File: config.mk
export PLATFORM = sky130hd
export DESIGN_NAME = gpc_top
export DESIGN_NICKNAME = d
export VERILOG_FILES = /design/src/hdl/gpc_pkg.sv /design/src/hdl/gpc_sync.sv /design/src/hdl/gpc_top.sv
export SDC_FILE = /design/constraint.sdc
export NUM_CORES = 1
export LEC_CHECK = 0
export ABC_AREA = 1
export BUFFER_PORTS_ARGS = -buffer_cell sky130_fd_sc_hd__buf_2
export CAP_MARGIN = 10
export CORE_MARGIN = 8
export CORE_UTILIZATION = 52
export DETAILED_ROUTE_END_ITERATION = 8
export HOLD_SLACK_MARGIN = 0.15
export PLACE_DENSITY = 0.83
export SLEW_MARGIN = 25
export SYNTH_ARGS = -nofsm -noshare
export SYNTH_HDL_FRONTEND = slang
export SYNTH_SLANG_ARGS = --single-unit
File: constraint.sdc
create_clock -name pclk -period 2.9 [get_ports pclk]
set_input_delay 0.58 -clock pclk [delete_from_list [all_inputs] [get_ports pclk]]
set_output_delay 0.58 -clock pclk [all_outputs]
set_load 0.005 [all_outputs]
File: src/hdl/gpc_pkg.sv
// constants and types of the gated pulse counter
package gpc_pkg;

	// register indices; byte address is four times the index
	localparam logic [5:0] IDX_CMP = 6'h10;
	localparam logic [5:0] IDX_GATE = 6'h11;
	localparam logic [5:0] IDX_CFG = 6'h12;
	localparam logic [5:0] IDX_CTRL1 = 6'h14;
	localparam logic [5:0] IDX_CTRL2 = 6'h15;
	localparam logic [5:0] IDX_STAT = 6'h16;

	localparam logic [7:0] CTRL1_RST = 8'h88;
	localparam logic [7:0] CTRL2_RST = 8'h00;
	localparam logic [7:0] GATE_RST = 8'h00;
	localparam logic [1:0] CFG_RST = 2'h0;
	localparam logic [17:0] CMP_RST = 18'h3ffff;
	localparam logic [17:0] CNT_MAX = 18'h3ffff;

	// control one fields
	localparam int C1_CLR = 7;
	localparam int C1_RUN = 5;
	localparam int C1_SRC = 2;
	localparam int C1_MODE = 0;
	// control two fields
	localparam int C2_SEG = 7;
	localparam int C2_SGP = 5;
	localparam int C2_GATE_IRQ_EDGE_SELECT = 4;
	localparam int C2_WPS = 2;
	localparam int C2_AUXG = 1;
	// status fields
	localparam int ST_ACT = 7;
	localparam int ST_OVF = 6;
	// configuration fields
	localparam int CFG_DV = 0;
	localparam int CFG_SLOW = 1;
	// gate setting fields
	localparam int GS_TA = 0;
	localparam int GS_TB = 4;

	localparam logic [1:0] RUN_STOP = 2'h0;
	localparam logic [1:0] RUN_START = 2'h2;
	localparam logic [1:0] MODE_TE = 2'h0;
	localparam logic [1:0] MODE_PWM = 2'h2;
	localparam logic [1:0] MODE_FREQ = 2'h3;
	localparam logic [2:0] SRC_FC = 3'h0;
	localparam logic [2:0] SRC_FS = 3'h1;
	localparam logic [2:0] SRC_D2 = 3'h2;
	localparam logic [2:0] SRC_D3 = 3'h3;
	localparam logic [2:0] SRC_D4 = 3'h4;
	localparam logic [2:0] SRC_D5 = 3'h5;
	localparam logic [2:0] SRC_D6 = 3'h6;
	localparam logic [2:0] SRC_EXT = 3'h7;
	localparam logic [1:0] GSRC_PIN = 2'h0;
	localparam logic [1:0] GSRC_INT = 2'h1;
	localparam logic [1:0] GSRC_AUX = 2'h2;
	localparam logic [1:0] WPS_RSV = 2'h3;

	// divider taps, as powers of two of the divided clock
	localparam int TAP_FC2 = 23;
	localparam int TAP_FC3 = 13;
	localparam int TAP_FC4 = 11;
	localparam int TAP_FC5 = 7;
	localparam int TAP_FC6 = 3;
	localparam int TAP_FS2 = 15;
	localparam int TAP_FS3 = 5;
	localparam int TAP_FS4 = 3;
	localparam int GTAP_FC = 12;
	localparam int GTAP_FS = 4;
	localparam int FAST_CMP_LO = 11;
	localparam logic [4:0] GATE_LEN = 5'h10;

	// synchroniser lanes
	localparam int SY_ECI = 0;
	localparam int SY_EGI = 1;
	localparam int SY_FS = 2;
	localparam int SY_N = 3;

	typedef enum logic [1:0] {
		GPC_GATE_HIGH = 2'h1,
		GPC_GATE_LOW = 2'h2
	} gpc_gate_type;
endpackage

File: src/hdl/gpc_sync.sv
// two-stage synchroniser with edge detection
`timescale 1ns/100ps
`default_nettype none
module gpc_sync
(
	input wire logic clk, // system clock
	input wire logic rst_n, // async reset, active low
	input wire logic din, // raw input
	output logic lvl, // synchronised level
	output logic rise, // one-cycle rising pulse
	output logic fall // one-cycle falling pulse
);
	typedef struct packed {
		logic s1;
		logic s2;
		logic s3;
	} gpc_sync_type;

	gpc_sync_type st;
	gpc_sync_type next_st;

	always_comb
	begin
		next_st.s1 = din;
		next_st.s2 = st.s1;
		next_st.s3 = st.s2;
	end

	always_ff @(posedge clk or negedge rst_n)
	begin
		if (!rst_n)
			st <= '0;
		else
			st <= next_st;
	end

	assign lvl = st.s2;
	assign rise = st.s2 & ~st.s3;
	assign fall = ~st.s2 & st.s3;
endmodule
`default_nettype wire

File: src/hdl/gpc_top.sv
// gated 18-bit pulse counter with apb register slave
`timescale 1ns/100ps
`default_nettype none
module gpc_top
	import gpc_pkg::*;
(
	input wire logic pclk, // system clock, 20 MHz
	input wire logic presetn, // async reset, active low
	input wire logic psel, // apb select
	input wire logic penable, // apb access phase
	input wire logic pwrite, // apb direction
	input wire logic [7:0] paddr, // apb byte address
	input wire logic [31:0] pwdata, // apb write data
	input wire logic [3:0] pstrb, // apb byte strobes
	output logic pready, // apb ready
	output logic [31:0] prdata, // apb read data
	output logic pslverr, // apb error
	input wire logic external_count_input, // count pin
	input wire logic external_gate_input, // gate pin
	input wire logic fs_clock_level, // low-frequency clock level
	input wire logic aux_timer_output, // aux eight-bit timer output
	output logic aux_pin_out, // aux pin data
	output logic aux_pin_drive, // aux pin driven when high
	output logic counter_interrupt // interrupt request pulse
);
	typedef struct packed {
		logic [7:0] ctrl1;
		logic [7:0] ctrl2;
		logic [7:0] gate_set;
		logic [1:0] cfg;
		logic [17:0] cmp;
		logic [17:0] cnt;
		logic ovf;
		logic [22:0] fc_div;
		logic [14:0] fs_div;
		gpc_gate_type gph;
		logic [4:0] gcnt;
		logic gate_q;
		logic and_q;
		logic fand_q;
		logic irq;
		logic [31:0] rdata;
		logic slverr;
		logic aux_out;
		logic aux_drv;
	} gpc_state_type;

	gpc_state_type st;
	gpc_state_type next_st;

	logic [SY_N-1:0] sy_din;
	logic [SY_N-1:0] sy_lvl;
	logic [SY_N-1:0] sy_rise;
	logic [SY_N-1:0] sy_fall;

	assign sy_din = {fs_clock_level, external_gate_input,
		external_count_input};

	genvar gi;
	generate
		for (gi = 0; gi < SY_N; gi++)
		begin : g_sync
			gpc_sync u_sync (
				.clk(pclk),
				.rst_n(presetn),
				.din(sy_din[gi]),
				.lvl(sy_lvl[gi]),
				.rise(sy_rise[gi]),
				.fall(sy_fall[gi])
			);
		end
	endgenerate

	function automatic logic [1:0] fc_tap(input logic [22:0] d,
		input int k);
		logic [22:0] m;
		m = 23'((24'h1 << k) - 24'h1);
		fc_tap = {d[k-1], (d & m) == m};
	endfunction

	function automatic logic [1:0] fs_tap(input logic [14:0] d,
		input int k, input logic f);
		logic [14:0] m;
		m = 15'((16'h1 << k) - 16'h1);
		fs_tap = {d[k-1], f && ((d & m) == m)};
	endfunction

	function automatic logic [31:0] gpc_merge(input logic [31:0] o,
		input logic [31:0] w, input logic [3:0] s);
		for (int b = 0; b < 4; b++)
			if (s[b])
				o[b*8 +: 8] = w[b*8 +: 8];
		gpc_merge = o;
	endfunction

	logic running;
	logic [1:0] mode;
	logic [2:0] src;
	logic alt;
	logic [1:0] tap;
	logic [1:0] gtap;
	logic gtick;
	logic gate;
	logic gen_en;
	logic act;
	logic and_now;
	logic fand_now;
	logic cnt_tick;
	logic match;
	logic [17:0] cplus;
	logic hit;
	logic setup;
	logic wr;
	logic wr_c1;
	logic clear_req;
	logic [31:0] mw;
	logic [4:0] lim;
	logic [4:0] gnext;

	assign running = st.ctrl1[C1_RUN +: 2] == RUN_START;
	assign mode = st.ctrl1[C1_MODE +: 2];
	assign src = st.ctrl1[C1_SRC +: 3];
	assign alt = st.cfg[CFG_DV] | st.cfg[CFG_SLOW];
	assign setup = psel & ~penable;
	assign wr = psel & penable & pwrite & hit;
	assign wr_c1 = wr && paddr[7:2] == IDX_CTRL1 && pstrb[0];
	assign clear_req = wr_c1 && !pwdata[C1_CLR];

	// fc divided by one toggles each cycle, so the fastest source
	// clock seen by the counter is half the system clock
	always_comb
	begin
		case (src)
			SRC_FC: tap = fc_tap(st.fc_div, 1);
			SRC_FS: tap = {sy_lvl[SY_FS], sy_fall[SY_FS]};
			SRC_D2: tap = alt ? fs_tap(st.fs_div, TAP_FS2, sy_fall[SY_FS])
				: fc_tap(st.fc_div, TAP_FC2);
			SRC_D3: tap = alt ? fs_tap(st.fs_div, TAP_FS3, sy_fall[SY_FS])
				: fc_tap(st.fc_div, TAP_FC3);
			SRC_D4: tap = alt ? fs_tap(st.fs_div, TAP_FS4, sy_fall[SY_FS])
				: fc_tap(st.fc_div, TAP_FC4);
			SRC_D5: tap = fc_tap(st.fc_div, TAP_FC5);
			SRC_D6: tap = fc_tap(st.fc_div, TAP_FC6);
			default: tap = 2'h0;
		endcase
	end

	always_comb
	begin
		gtap = 2'h0;
		if (st.ctrl2[C2_WPS +: 2] != WPS_RSV)
		begin
			if (alt)
				gtap = fs_tap(st.fs_div,
					GTAP_FS + int'(st.ctrl2[C2_WPS +: 2]), sy_fall[SY_FS]);
			else
				gtap = fc_tap(st.fc_div,
					GTAP_FC + int'(st.ctrl2[C2_WPS +: 2]));
		end
		gtick = gtap[0];
	end

	assign gen_en = running && mode == MODE_FREQ &&
		st.ctrl2[C2_SGP +: 2] == GSRC_INT;

	always_comb
	begin
		case (st.ctrl2[C2_SGP +: 2])
			GSRC_PIN: gate = sy_lvl[SY_EGI];
			GSRC_INT: gate = gen_en && st.gph == GPC_GATE_HIGH;
			GSRC_AUX: gate = aux_timer_output;
			default: gate = 1'b0;
		endcase
	end

	assign act = running && mode == MODE_FREQ && gate;
	assign and_now = tap[1] & sy_lvl[SY_ECI];
	assign fand_now = gate & sy_lvl[SY_ECI];
	assign cplus = st.cnt + 18'h1;

	always_comb
	begin
		case (mode)
			MODE_TE:
				if (src == SRC_EXT)
					cnt_tick = sy_fall[SY_ECI] ||
						(st.ctrl2[C2_SEG] && sy_rise[SY_ECI]);
				else
					cnt_tick = tap[0];
			MODE_PWM: cnt_tick = st.and_q & ~and_now;
			MODE_FREQ:
				if (st.ctrl2[C2_SEG])
					cnt_tick = gate & (sy_rise[SY_ECI] | sy_fall[SY_ECI]);
				else
					cnt_tick = st.fand_q & ~fand_now;
			default: cnt_tick = 1'b0;
		endcase
		if (st.cfg[CFG_SLOW] && src == SRC_FC)
			match = cplus[17:FAST_CMP_LO] == st.cmp[17:FAST_CMP_LO];
		else
			match = cplus == st.cmp;
	end

	always_comb
	begin
		case (paddr[7:2])
			IDX_CMP, IDX_GATE, IDX_CFG, IDX_CTRL1, IDX_CTRL2, IDX_STAT:
				hit = paddr[1:0] == 2'h0;
			default: hit = 1'b0;
		endcase
	end

	always_comb
	begin
		next_st = st;
		mw = 32'h0;
		lim = 5'h0;
		gnext = st.gcnt + 5'h1;
		next_st.fc_div = st.fc_div + 23'h1;
		if (sy_fall[SY_FS])
			next_st.fs_div = st.fs_div + 15'h1;
		next_st.irq = 1'b0;
		next_st.aux_out = aux_timer_output & ~st.ctrl2[C2_AUXG];
		next_st.aux_drv = ~st.ctrl2[C2_AUXG];
		next_st.gate_q = gate;
		next_st.and_q = and_now;
		next_st.fand_q = fand_now;

		if (setup)
		begin
			next_st.slverr = !hit;
			case (paddr[7:2])
				IDX_CMP: next_st.rdata = {14'h0, st.cnt};
				IDX_GATE: next_st.rdata = {24'h0, st.gate_set};
				IDX_CFG: next_st.rdata = {30'h0, st.cfg};
				IDX_CTRL1: next_st.rdata = {24'h0, 1'b1, st.ctrl1[6:0]};
				IDX_CTRL2: next_st.rdata = {24'h0, st.ctrl2[7:1], 1'b0};
				IDX_STAT: next_st.rdata = {24'h0, act, st.ovf, 6'h0};
				default: next_st.rdata = 32'h0;
			endcase
			// refused addresses must not leak the live counter
			if (!hit)
				next_st.rdata = 32'h0;
		end

		// counting; holding the value between ticks lets it resume
		if (running && cnt_tick)
		begin
			if (mode == MODE_TE && match)
			begin
				next_st.cnt = 18'h0;
				next_st.irq = 1'b1;
			end
			else
				next_st.cnt = cplus;
		end
		if (!running || clear_req)
			next_st.cnt = 18'h0;
		// a wrap in the clearing cycle still leaves the flag set
		next_st.ovf = (st.ovf & running & ~clear_req) |
			(running & cnt_tick & st.cnt == CNT_MAX);

		if (running && mode == MODE_PWM && (sy_fall[SY_ECI] ||
			(st.ctrl2[C2_GATE_IRQ_EDGE_SELECT] && sy_rise[SY_ECI])))
			next_st.irq = 1'b1;
		if (running && mode == MODE_FREQ && ((st.gate_q && !gate) ||
			(st.ctrl2[C2_GATE_IRQ_EDGE_SELECT] && !st.gate_q && gate)))
			next_st.irq = 1'b1;

		if (wr)
		begin
			case (paddr[7:2])
				IDX_CMP:
				begin
					mw = gpc_merge({14'h0, st.cmp}, pwdata, pstrb);
					next_st.cmp = mw[17:0];
				end
				IDX_GATE:
				begin
					mw = gpc_merge({24'h0, st.gate_set}, pwdata, pstrb);
					next_st.gate_set = mw[7:0];
				end
				IDX_CFG:
				begin
					mw = gpc_merge({30'h0, st.cfg}, pwdata, pstrb);
					next_st.cfg = mw[1:0];
				end
				IDX_CTRL1:
				begin
					mw = gpc_merge({24'h0, st.ctrl1}, pwdata, pstrb);
					next_st.ctrl1 = {1'b1, mw[6:0]};
					if (wr_c1 && mw[C1_MODE +: 2] == MODE_PWM &&
						sy_lvl[SY_ECI])
					begin
						if (running && mw[C1_RUN +: 2] == RUN_STOP)
							next_st.irq = 1'b1;
						if (mw[C1_RUN +: 2] == RUN_START && st.ctrl2[C2_GATE_IRQ_EDGE_SELECT])
							next_st.irq = 1'b1;
					end
				end
				IDX_CTRL2:
				begin
					mw = gpc_merge({24'h0, st.ctrl2}, pwdata, pstrb);
					next_st.ctrl2 = {mw[7:1], 1'b0};
				end
				default: mw = 32'h0;
			endcase
		end

		if (!gen_en)
		begin
			next_st.gph = GPC_GATE_HIGH;
			next_st.gcnt = 5'h0;
		end
		else if (gtick)
		begin
			case (st.gph)
				GPC_GATE_HIGH:
				begin
					lim = GATE_LEN - {1'b0, st.gate_set[GS_TA +: 4]};
					if (gnext >= lim)
						next_st.gph = GPC_GATE_LOW;
				end
				GPC_GATE_LOW:
				begin
					lim = GATE_LEN - {1'b0, st.gate_set[GS_TB +: 4]};
					if (gnext >= lim)
						next_st.gph = GPC_GATE_HIGH;
				end
				default: next_st.gph = GPC_GATE_HIGH;
			endcase
			next_st.gcnt = (gnext >= lim) ? 5'h0 : gnext;
		end
	end

	always_ff @(posedge pclk or negedge presetn)
	begin
		if (!presetn)
		begin
			st <= '0;
			st.ctrl1 <= CTRL1_RST;
			st.ctrl2 <= CTRL2_RST;
			st.gate_set <= GATE_RST;
			st.cfg <= CFG_RST;
			st.cmp <= CMP_RST;
			st.gph <= GPC_GATE_HIGH;
			st.aux_drv <= 1'b1;
		end
		else
			st <= next_st;
	end

	assign pready = 1'b1;
	assign prdata = st.rdata;
	assign pslverr = st.slverr;
	assign aux_pin_out = st.aux_out;
	assign aux_pin_drive = st.aux_drv;
	assign counter_interrupt = st.irq;
endmodule
`default_nettype wire

# [Word level (Yosys, flattened, before mapping)]
# Index checks and enable logic that the tools add are counted.
# W data, S select, Z words.
[classes] bitwise=30 n_addsub=10 reduce_logical=51 muxes=38 order_cmp=3 shift=2 eq_ne=40
[ops] op="$pmux W18 S6" n=1
[ops] op="$mux W18" n=3
[ops] op="$eq A6 B5 Y1 const B" n=6
[ops] op="$mux W7" n=5
[ops] op="$mux W32" n=1
[ops] op="$logic_and A1 B1 Y1" n=26
[ops] op="$reduce_and A3 Y1" n=8
[ops] op="$add A23 B1 Y23 const B" n=1
[ops] op="$and A23 B23 Y23" n=1
[ops] op="$eq A23 B23 Y1" n=1
[ops] op="$eq A23 B23 Y1 const B" n=1
[ops] op="$shl A1 B5 Y23 const A" n=1
[ops] op="$sub A23 B1 Y23 const B" n=1
[ops] op="$add A18 B1 Y18 const B" n=1
[ops] op="$eq A18 B18 Y1" n=1
[ops] op="$eq A18 B18 Y1 const B" n=1
[ops] op="$eq A3 B3 Y1 const B" n=6
[ops] op="$and A1 B1 Y1" n=17
[ops] op="$add A15 B1 Y15 const B" n=1
[ops] op="$and A15 B15 Y15" n=1
[ops] op="$eq A15 B15 Y1" n=1
[ops] op="$eq A15 B15 Y1 const B" n=1
[ops] op="$ge A5 B5 Y1" n=3
[ops] op="$mux W1" n=15
[ops] op="33 further kinds" n=70
[word_totals] input_bits=53 wordCells=204 ff_bits=153

# [Longest topological paths before layout]
# Gate-level depths: netlist (run 1).
[logic_depth] ltp_word=19 depth_mapped=17 depth_no_buf=16

# [Cells and area by module]
# From an unflattened synthesis (run 1), not the netlist that was laid out.
[hier_totals] cells_unflattened=1048 hier_area_um2=8184.1
[by_module_without_submodules] mod="gpc_top" instances=1 area_each_um2=7913.8 cells_per_inst=1027 seq_area_each_um2=3304.4
[by_module_without_submodules] mod="gpc_sync" instances=3 area_each_um2=90.1 cells_per_inst=7 seq_area_each_um2=75.1

# [Worst setup path before layout (run 1)]
# OpenSTA, ideal clock, no wires.
[synth_path] path_kind="register to register" startpoint="register st[44] in the netlist's numbering" endpoint="register st[39] in the netlist's numbering" synth_period_minus_slack_ps=2125 setup_time_ps=77 n_path_buf=0 arrival_ps=2047 setup_slack_ps=775 path_stages_with_launch=14 path_cell_list="dfstp_2 inv_1 ha_1 a21oi_1 ha_1 o21ai_0 a21boi_0 o21ai_0 nand2_1 nand2_1 nand2_1 nor3_2 nor2_1 a21oi_1"
[synth_via] elab_chain_len=8
[synth_rtl] item="start: declaration" line="gpc_top.sv:48" source="gpc_state_type st;"
[synth_rtl] item="start signal: assignment" line="gpc_top.sv:350" source="st <= next_st;"
[synth_rtl] item="$eq A2 B2 Y1 or $eq A2 B1 Y1 (tied branches)" line="gpc_top.sv:317" source="case (st.gph)"
[synth_rtl] item="$pmux W5 S2 *" line="gpc_top.sv:317"
[synth_rtl] item="$mux W5 *" line="gpc_top.sv:315" source="else if (gtick)"
[synth_rtl] item="$mux W5 *" line="gpc_top.sv:310" source="if (!gen_en)"
[synth_rtl] item="$ge A5 B5 Y1 *" line="gpc_top.sv:332" source="next_st.gcnt = (gnext >= lim) ? 5'h0 : gnext;"
[synth_rtl] item="$mux W5 *" line="gpc_top.sv:332"
[synth_rtl] item="$mux W7 *" line="gpc_top.sv:315"
[synth_rtl] item="$mux W7 *" line="gpc_top.sv:310"
# Mark *: on every way between the ends. The rest lies on a longest branch, timed or not. The select of a mux whose other input is x is not followed.
# A chain may end at the register's enable or synchronous reset.

# [Final worst setup path (run 1)]
[layout_path] startpoint="register st[85] in the netlist's numbering" endpoint="register st[89] in the netlist's numbering"
[layout_via] elab_chain_len=7
[layout_rtl] item="$add A18 B1 Y18 *" line="gpc_top.sv:179" source="assign cplus = st.cnt + 18'h1;"
[layout_rtl] item="$eq A18 B18 Y1 or $eq A7 B7 Y1 (tied branches)" line="gpc_top.sv:201, gpc_top.sv:199"
[layout_rtl] item="$mux W1" line="gpc_top.sv:198" source="if (st.cfg[CFG_SLOW] && src == SRC_FC)"
[layout_rtl] item="$logic_and A1 B1 Y1" line="gpc_top.sv:249" source="if (mode == MODE_TE && match)"
[layout_rtl] item="$mux W18 *" line="gpc_top.sv:249"
[layout_rtl] item="$mux W18 *" line="gpc_top.sv:247" source="if (running && cnt_tick)"
[layout_rtl] item="$mux W18 *" line="gpc_top.sv:257" source="if (!running || clear_req)"
# Marks and branches as above.

==> reports/results.ini, run 1 <==
[synth]
synth_top_flop_cell=dfrtp_1
ys_seq_elements=139
netlist.area_leader.share_pct=35.98
ys_top_cells_by_area=dfrtp_1, nand2_1, dfstp_2
synth_edf_count=0
yosysWarnings=0
yosysTopAreaCell=dfrtp_1
syn_inst=1041
synth_common_cells=nand2_1, inv_1, dfrtp_1
synthDistinctLibCells=53
yosysMostFrequentCell=nand2_1
syn_area_per_cell_um2=7.885
postSynth.asyncResetShare_pct=100.0
yosysSeqAreaShare_pct=42.70
synth_area_mm2=0.008208

[hold_path]
hp-start=external_count_input
hold_depth=1
holdPathEnd=g_sync[0].u_sync.next_st[1]$_DFF_PN0_
hold_path.class=in -> reg

[layout]
num-fill-cells=1383
area_delta_synth_final_pct=11.63
layout.nets=1170
antenna_cells=0
final_area_mm2=0.009163
drive_gt1_share_pct=15.52

[worst_setup_path]
r2r_start=st[85]$_DFFE_PN0P_
cp-start-kind=register
reg2reg_depth=14
crit_path_frequent_cell=nand2_1
arrival_ps=2840
reg2reg_slack_ps=380
crit_chain=ha_1 -> nand2_2 -> nor2_4 -> nand2_4 -> nand2_1 -> nand2_1 -> nand2_1 -> nand2_1 -> nor2_1 -> nand4_1 -> nand2_1 -> nand2_4 -> nand3_1 -> nand2_1
slowest_stage=dfrtp_1
cp_max_fo=19
cp_data_required_time_ps=3220
path_class=reg -> reg
rr_endpoint=st[89]$_DFFE_PN0P_
max_stage_delay_ps=500
end_kind=register

[global_route]
antenna_found_initial=1
grt_pass1_wl_um=31990
grt_usage_pct=19.87
grt_overflow=0
grt_pass1_vias=6611
grt_max_degree=89

[floorplan]
die_w_um=141.6
die_h_um=141.6
ios=90
core_area_mm2=0.01566
initial_utilization_pct=52.43
rows=46
die_area_mm2=0.02006

[placed_design]
place_hpwl_um=14350
io_buffers=59
gp_congestion=0.9378
placed_area_mm2=0.008524
dp_slack_ps=482.5

[timing]
tightest_slew_ps=630.4
grt_setup_unrepaired=no
timing_hold_violations_final=0
fmax_mhz=397.3
setup_viol=0
finalSetupTns_ps=0
drv_slew=0
hold_ws_ps=258.8
fin_crit_sh_pct=86.79
period_minus_slack_ps=2517
max_slew_margin_pct=57.85
finClkSkew_ps=9.290
fin_ws_ps=383.2

[power_and_ir_drop]
clkPwrFrac_pct=50.7
p_per_area_mw_per_mm2=492.8
combPwrFrac_pct=4.4
vdd_drop_max_v=0.0004376
total_power_mw=4.516
power.switching_mw=1.032
leakagePower_nw=4.539
p_int_mw=3.483
swShare_pct=22.86
p_seq_share_pct=44.9

[drt]
first_pass_iters=5
wl_per_cell_um=14.81
drt.antenna.violating_nets=0
drt-vias-per-instance=5.326
wirelength_um=19520
drc=0
dr.first_iter.drc_count=722
dr_total_vias=7020

[status]
status=completed

[clocking]
htree_levels=4
clock_latency_ps=430
cts_tree=yes
cts_setup_buffers=0
cts-buffers-inserted=17
cts_root_buffer=clkbuf_16
clock_path_buffers=2
cts_sinks=139
cts.clk_slew.worst_paths_ps=60

[run]
maxCapViolCount=0

==> state kept, by name, summed over array words and instances, names as in the netlist <==
| register | cells |
|---|---|
| src | 3 |
| g_sync.u_sync.lvl | 3 |
| prdata | 18 |
| st | 104 |
| aux_pin_drive | 1 |
| pslverr | 1 |
| mode | 2 |
| g_sync.u_sync.st | 2 |
| aux_pin_out | 1 |
| g_sync.u_sync.next_st | 3 |
| counter_interrupt | 1 |
==> metrics by stage <==
stage / util, % / std cells
detailed placement: 54.45 / 1285
CTS: 58.53 / 1318
finish: 58.53 / 1318
global route: 58.53 / 1318
floorplan: - / 1054
global placement: 54.45 / 1285
==> placed cells by master, fill, tap and decap left out, types with 3 or more instances in the layout <==
master        n
nor2_1       86
o21a_1        5
buf_2        58
nand3b_1      8
a21oi_2       8
conb_1       15
nor2_2        8
nand3_1      79
nor3_1        8
dfstp_2      21
a21oi_1      16
inv_2         3
buf_4         4
o21ai_0      71
nand2_1     273
xor2_1       27
xnor2_1       8
inv_1       131
nand3_2       3
clkbuf_16    17
nor2_4        6
clkinvlp_4    3
nand2_4       4
ha_1         28
a21boi_0      3
o22ai_1      12
mux2_2        5
nand2_2       7
clkbuf_8      3
a221oi_1      6
inv_6         3
dfrtp_1     118
nand4_1      18
bufinv_16     3
==> power by group through the flow <==
stage / sequential (mW) / clock [mW] / combinational (mW)
2_1_floorplan: 2.05 / 0 / 0.114
3_3_place_gp: 2.06 / 0 / 0.193
3_5_place_dp: 2.06 / 0 / 0.200
4_1_cts: 2.02 / 2.32 / 0.204
5_1_grt: 2.03 / 2.40 / 0.238
6_report: 2.03 / 2.29 / 0.201
==> metal layers <==
layer	share of wire, %	GRT usage [%]	up-vias
li1	-	-	3418
met1	44	25.86	3295
met2	46	31.54	273
met3	7.7	4.469	32
met4	1.9	7.971	2
met5	0.067	0	-
==> cell type report <==
cell class	count	area [µm²]	share of cell area (%)
flip-flops and latches	139	3505	38.25
clock buffers	20	466.7	5.094
well taps	216	270.3	2.950
multi-input cells	730	3885	42.40
clock inverters	12	161.4	1.762
inverters	136	513.0	5.599
repair buffers	65	361.6	3.946
==> critical path, delay by kind of cell (launching register included) <==
kind                       cells  cell delay, ps
and+or+nand+nor               13            1570
DFF                            1             500
adders and majority gates      1             340
==> how the worst max path moves through the flow <==
stage | cells after the start | startpoint | slack, ps | to
2_1_floorplan | 13 | st[44]$_DFFE_PN1P_ | 780 | st[39]$_DFFE_PN0P_
3_3_place_gp | 13 | st[44]$_DFFE_PN1P_ | 510 | st[39]$_DFFE_PN0P_
3_5_place_dp | 14 | st[44]$_DFFE_PN1P_ | 480 | st[39]$_DFFE_PN0P_
4_1_cts | 14 | st[127]$_DFFE_PN0P_ | 420 | st[39]$_DFFE_PN0P_
5_1_grt | 14 | st[127]$_DFFE_PN0P_ | 230 | st[39]$_DFFE_PN0P_
6_report | 14 | st[85]$_DFFE_PN0P_ | 380 | st[89]$_DFFE_PN0P_
==> timing repair <==
| action | 4_1_cts | 5_1_grt |
|---|---|---|
| hold endpoints to repair | 8 | 0 |
| resized for setup | 0 | 0 |
| hold buffers | 1 | 0 |
==> kinds of logic (layout without fill, tap and decap cells) <==
kind of cell | count (synthesis) | count (layout) | share of synthesized area (%)
XOR/XNOR | 35 | 35 | 3.735
buffers and inverters | 185 | 233 | 10.56
multiplexers | 5 | 5 | 0.6859
AO/OA/AOI/OAI | 136 | 136 | 9.985
AND/OR/NAND/NOR | 511 | 511 | 27.97
other | 2 | 15 | 0.09150
adder cells (fa/ha/maj) | 28 | 28 | 4.268
flip-flops | 139 | 139 | 42.70
Power figures use the tool's default switching activity.
==> run 2, diff against run 1 <==
--- a/config.mk
+++ b/config.mk
@@ -13,6 +13,7 @@
 export DETAILED_ROUTE_END_ITERATION = 8
 export HOLD_SLACK_MARGIN = 0.15
 export PLACE_DENSITY = 0.83
+export RECOVER_POWER = 25
 export SLEW_MARGIN = 25
 export SYNTH_ARGS = -nofsm -noshare
 export SYNTH_HDL_FRONTEND = slang
==> run 2 against run 1 <==
  * Cell count unchanged
  * Clock power about the same
  * Fmax increased by 0.20%
  * Hold slack got worse by 1.6 ps
  * Power decreased by 0.11%
  * Highest routed layer unchanged
  * Core utilization decreased by 0.20 points
  * Count of clock-buffer cells in the layout unchanged
  * Register-to-register slack about the same
  * Sequential share of layout area increased by 0.13 points
  * Cell area decreased by 0.34%
  * Die area unchanged
==> reports/results.ini, run 2 (same netlist as run 1, synthesis figures left out) <==
[timing]
grt_setup_unrepaired=no
hold_ws_ps=257.2  ; -1.566 ps
setup_viol=0  ; unchanged
finClkSkew_ps=8.170  ; -1.120 ps
finalSetupTns_ps=0  ; unchanged
fin_crit_sh_pct=86.62  ; -0.17 points
timing_hold_violations_final=0  ; unchanged
period_minus_slack_ps=2512  ; -4.958 ps
max_slew_margin_pct=20.44  ; -37 points
fmax_mhz=398.1  ; +0.20%
tightest_slew_ps=1193  ; +562.9 ps
drv_slew=0  ; unchanged
fin_ws_ps=388.1  ; +4.958 ps

[global_route]
grt_pass1_vias=6611  ; unchanged
antenna_found_initial=1  ; unchanged
grt_pass1_wl_um=31990  ; unchanged
grt_usage_pct=19.87  ; unchanged
grt_max_degree=89  ; unchanged
grt_overflow=0  ; unchanged

[worst_setup_path]
slowest_stage=dfrtp_1
crit_chain=ha_1 -> nand2_2 -> nor2_4 -> nand2_4 -> nand2_1 -> nand2_1 -> nand2_1 -> nand2_1 -> nor2_1 -> nand4_1 -> nand2_1 -> nand2_4 -> nand3_1 -> nand2_1
path_class=reg -> reg
crit_path_frequent_cell=nand2_1
cp_data_required_time_ps=3220  ; about the same
max_stage_delay_ps=510  ; about the same
arrival_ps=2830  ; about the same
cp-start-kind=register
end_kind=register
cp_max_fo=19  ; unchanged

[placed_design]
io_buffers=59  ; unchanged
dp_slack_ps=482.5  ; unchanged
gp_congestion=0.9378  ; unchanged
place_hpwl_um=14350  ; unchanged

[drt]
first_pass_iters=8  ; +3
wirelength_um=19470  ; -0.22%
dr_total_vias=6980  ; -0.57%
dr.first_iter.drc_count=715  ; -0.97%
drt.antenna.violating_nets=0  ; unchanged
drc=0  ; unchanged
drt-vias-per-instance=5.296  ; -0.57%
wl_per_cell_um=14.77  ; -0.22%

[layout]
seq_area_mm2=0.003505  ; unchanged
area_delta_synth_final_pct=11.25
max_flop_register=st
drive_gt1_share_pct=15.25  ; -0.27 points
layout.nets=1170  ; unchanged
num-fill-cells=1385  ; +0.14%
antenna_cells=0  ; unchanged
largest_reg_flops=104  ; unchanged
layout.cells.most_common_list=nand2_1, inv_1, dfrtp_1
multiInputGateArea_mm2=0.003874  ; -0.29%
final_common_cell=nand2_1

[clocking]
cts_tree=yes
cts_sinks=139  ; unchanged
cts_root_buffer=clkbuf_16
clock_latency_ps=430  ; about the same
htree_levels=4  ; unchanged
cts.clk_slew.worst_paths_ps=60  ; about the same
cts-buffers-inserted=17  ; unchanged
cts_resized=0  ; unchanged
ctsHoldBuffers=1  ; unchanged
cts_setup_buffers=0  ; unchanged
clock_path_buffers=2  ; unchanged

[power_and_ir_drop]
vdd_drop_max_v=0.0004390  ; +0.33%
leakagePower_nw=4.529  ; -0.22%
p_per_area_mw_per_mm2=494.0  ; +0.23%
total_power_mw=4.511  ; -0.11%

[floorplan]
rows=46  ; unchanged
die_w_um=141.6  ; unchanged
ios=90  ; unchanged
core_area_mm2=0.01566  ; unchanged
initial_utilization_pct=52.43  ; unchanged
die_area_mm2=0.02006  ; unchanged
die_h_um=141.6  ; unchanged

[status]
status=completed

[hold_path]
hold_path.class=in -> reg

[run]
maxCapViolCount=0  ; unchanged

[run 2: power breakdown]
group / internal (mW) / switching, mW / leakage (nW) / total, mW
logic: 0.0662 / 0.130 / 2.43 / 0.196
registers: 1.98 / 0.0399 / 1.80 / 2.02
clock network: 1.43 / 0.861 / 0.300 / 2.29
[run 2: metal layers]
layer,vias to the layer above,global-route usage (%),wire length [µm]
li1,3418,-,-
met3,38,4.469,1481
met4,2,7.971,411
met1,3247,25.86,8546
met5,-,0,13
met2,275,31.54,9019
[run 2: worst max-delay path: cells and delay by family, from the launching register on]
family | cells | cell delay, ps
adder cells (fa/ha/maj) | 1 | 330
AND/OR/NAND/NOR | 13 | 1560
flip-flops | 1 | 510
[run 2: layout make-up]
cell class / instances / area share, %
Clock buffer: 20 / 5.111
Inverter: 136 / 5.618
Sequential cell: 139 / 38.38
Multi-Input combinational cell: 730 / 42.42
Clock inverter: 12 / 1.768
Tap cell: 216 / 2.960
Timing Repair Buffer: 65 / 3.741
[run 2: through the flow]
step	util [%]	area [µm²]	cells
after floorplan	-	8257	1054
after global placement	54.45	8524	1285
after detailed placement	54.45	8524	1285
after CTS	58.53	9163	1318
after global routing	58.33	9131	1318
final	58.33	9131	1318
[run 2: path summary, 6_finish.rpt]
check / cells after the start / slack [ps] / end / startpoint
min in group asynchronous: 2 / 630 / st[77]$_DFF_PN0_ / presetn
worst min register to register: 0 / 350 / g_sync[0].u_sync.lvl$_DFF_PN0_ / g_sync[0].u_sync.next_st[1]$_DFF_PN0_
worst max-delay path: 14 / 390 / st[89]$_DFFE_PN0P_ / st[85]$_DFFE_PN0P_
max in group asynchronous: 3 / 680 / st[49]$_DFFE_PN0N_ / presetn
worst max register to register: 14 / 390 / st[89]$_DFFE_PN0P_ / st[85]$_DFFE_PN0P_
worst min-delay path: 1 / 260 / g_sync[0].u_sync.next_st[1]$_DFF_PN0_ / external_count_input
==> run 3, diff against run 2 <==
--- a/config.mk
+++ b/config.mk
@@ -8,6 +8,7 @@
 export ABC_AREA = 1
 export BUFFER_PORTS_ARGS = -buffer_cell sky130_fd_sc_hd__buf_2
 export CAP_MARGIN = 10
+export CORE_ASPECT_RATIO = 0.8
 export CORE_MARGIN = 8
 export CORE_UTILIZATION = 52
 export DETAILED_ROUTE_END_ITERATION = 8
==> constraint.sdc (replaced) <==
create_clock -name pclk -period 2.9 [get_ports pclk]
set_input_delay 0.145 -clock pclk [delete_from_list [all_inputs] [get_ports pclk]]
set_output_delay 0.145 -clock pclk [all_outputs]
set_load 0.005 [all_outputs]
==> run 3 against run 2 <==
  * The run now ends with capacitance limit, slew limit left
  * Critical path type unchanged
  * Core utilization grew 1.9 points
  * Sequential cell count is the same
  * Die area grew 0.12%
  * Wire length grew 1.4%
  * Largest power group unchanged
  * Cell count grew 1.9%
  * Combinational power grew 17%
  * Global-route usage grew 0.78 points
  * Register-to-register slack gained 50 ps
  * Non-clock buffer count grew 26
  * Fmax grew 1.9%
  * Critical path depth shrank 1
  * Clock power shrank 2%
==> reports/results.ini, run 3 (same netlist as run 1, synthesis figures left out) <==
[status]
status=complete, but fails checks
violations=capacitance limit, slew limit

[timing]
drv_slew=62  ; +62
fmax_mhz=405.7  ; +1.9%
setup_viol=0  ; unchanged
max_slew_margin_pct=-4.930  ; -25 points
finalSetupTns_ps=0  ; unchanged
period_minus_slack_ps=2465  ; -47.26 ps
grt_setup_unrepaired=no
timing_hold_violations_final=0  ; unchanged
finClkSkew_ps=8.325  ; +0.1548 ps
fin_crit_sh_pct=84.99  ; -1.6 points
tightest_slew_ps=1574  ; +380.6 ps
fin_ws_ps=435.4  ; +47.26 ps

[power_and_ir_drop]
vdd_drop_max_v=0.0004019  ; -8.5%
leakagePower_nw=4.642  ; +2.5%
total_power_mw=4.498  ; -0.27%
p_per_area_mw_per_mm2=479.0  ; -3.0%

[layout]
antenna_cells=0  ; unchanged
seq_area_mm2=0.003505  ; unchanged
final_common_cell=nand2_1
largest_reg_flops=104  ; unchanged
max_flop_register=st
layout.nets=1196  ; +2.2%
multiInputGateArea_mm2=0.003885  ; +0.29%
num-fill-cells=1362  ; -1.7%
drive_gt1_share_pct=15.16  ; -0.085 points
area_delta_synth_final_pct=14.41
layout.cells.most_common_list=nand2_1, inv_1, dfrtp_1

[run]
maxCapViolCount=1  ; +1

[global_route]
grt_pass1_vias=6682  ; +1.1%
grt_max_degree=63  ; -29%
grt_usage_pct=20.65  ; +0.78 points
grt_pass1_wl_um=33020  ; +3.2%
grt_overflow=0  ; unchanged
antenna_found_initial=0  ; -1

[clocking]
cts_resized=0  ; unchanged
cts.clk_slew.worst_paths_ps=60  ; about the same
cts_tree=yes
cts-buffers-inserted=17  ; unchanged
htree_levels=4  ; unchanged
cts_setup_buffers=0  ; unchanged
cts_sinks=139  ; unchanged
clock_path_buffers=2  ; unchanged
clock_latency_ps=430  ; about the same
cts_root_buffer=clkbuf_16

[placed_design]
place_hpwl_um=14350  ; about the same
io_buffers=59  ; unchanged
dp_slack_ps=509.6  ; +27.16 ps
gp_congestion=0.9308  ; -0.75%

[worst_setup_path]
cp_data_required_time_ps=3230  ; about the same
cp_max_fo=19  ; unchanged
end_kind=register
arrival_ps=2800  ; -30 ps
path_class=reg -> reg
cp-start-kind=register

[floorplan]
core_area_mm2=0.01560  ; -0.38%
die_h_um=128.4  ; -9.4%
die_area_mm2=0.02009  ; +0.12%
die_w_um=156.5  ; +10%
rows=41  ; -11%
initial_utilization_pct=52.63  ; +0.20 points
ios=90  ; unchanged

[drt]
wirelength_um=19750  ; +1.4%
wl_per_cell_um=14.71  ; -0.46%
dr_total_vias=7082  ; +1.5%
first_pass_iters=5  ; -3
drt-vias-per-instance=5.273  ; -0.43%
dr.first_iter.drc_count=740  ; +3.5%
drt.antenna.violating_nets=0  ; unchanged
drc=0  ; unchanged

[hold_path]
hold_path.class=in -> reg

[run 3: through the flow]
step                utilization, %  hold slack (ps)  instances  area [µm²]
floorplan                        -           -150.6       1054        8257
global placement             54.70            168.8       1285        8531
detailed placement           54.70            172.8       1285        8531
CTS                          60.28            159.1       1343        9400
global route                 60.21            221.0       1343        9390
finish                       60.21            184.7       1343        9390
[run 3: final cells by class]
| type | count | area share [%] |
|---|---|---|
| multi-input combinational | 730 | 41.37 |
| sequential | 139 | 37.32 |
| timing repair buffer | 91 | 6.489 |
| inverter | 136 | 5.463 |
| clock buffer | 18 | 4.677 |
| tap | 215 | 2.865 |
| clock inverter | 14 | 1.812 |
[run 3: path summary, 6_finish.rpt]
| path | endpoint | cells after the start | slack (ps) | startpoint |
|---|---|---|---|---|
| min reg2reg | g_sync[0].u_sync.lvl$_DFF_PN0_ | 0 | 350 | g_sync[0].u_sync.next_st[1]$_DFF_PN0_ |
| max reg2reg | counter_interrupt$_DFF_PN0_ | 13 | 440 | st[85]$_DFFE_PN0P_ |
| min in group asynchronous | st[57]$_DFFE_PN0N_ | 2 | 640 | presetn |
| max in group asynchronous | st[113]$_DFFE_PN1P_ | 3 | 1150 | presetn |
| max | counter_interrupt$_DFF_PN0_ | 13 | 440 | st[85]$_DFFE_PN0P_ |
| min | st[122]$_DFFE_PN0P_ | 4 | 180 | paddr[2] |
[run 3: report_power, final]
group / leakage, nW / internal [mW] / total (mW) / switching, mW
sequential: 1.80 / 1.98 / 2.03 / 0.0411
clock: 0.300 / 1.38 / 2.24 / 0.866
combinational: 2.54 / 0.0906 / 0.229 / 0.139
[run 3: repair_timing]
action | CTS | global route
endpoints found under the setup margin | 0 | 0
hold buffers | 26 | 0
endpoints found under the hold margin | 100 | 0
[run 3: worst max-delay path, stage by stage (launching register included)]
cell      delay, ps
dfrtp_1         490
ha_1            310
nand2_2         120
nor2_4          230
nand2_4          90
o21ai_2         180
nand2_1          90
nand2_1          60
nand2_1          40
nor2_1           80
nand2_1          90
nor2_4          140
nand2_4         180
o21bai_2        240
[run 3: metal layers]
metal,global-route usage [%],vias up,part of all wire [%]
met5,0,-,0
met4,6.655,0,1.5
met3,4.960,30,8.3
met1,28.99,3293,47
li1,-,3465,-
met2,30.92,294,44
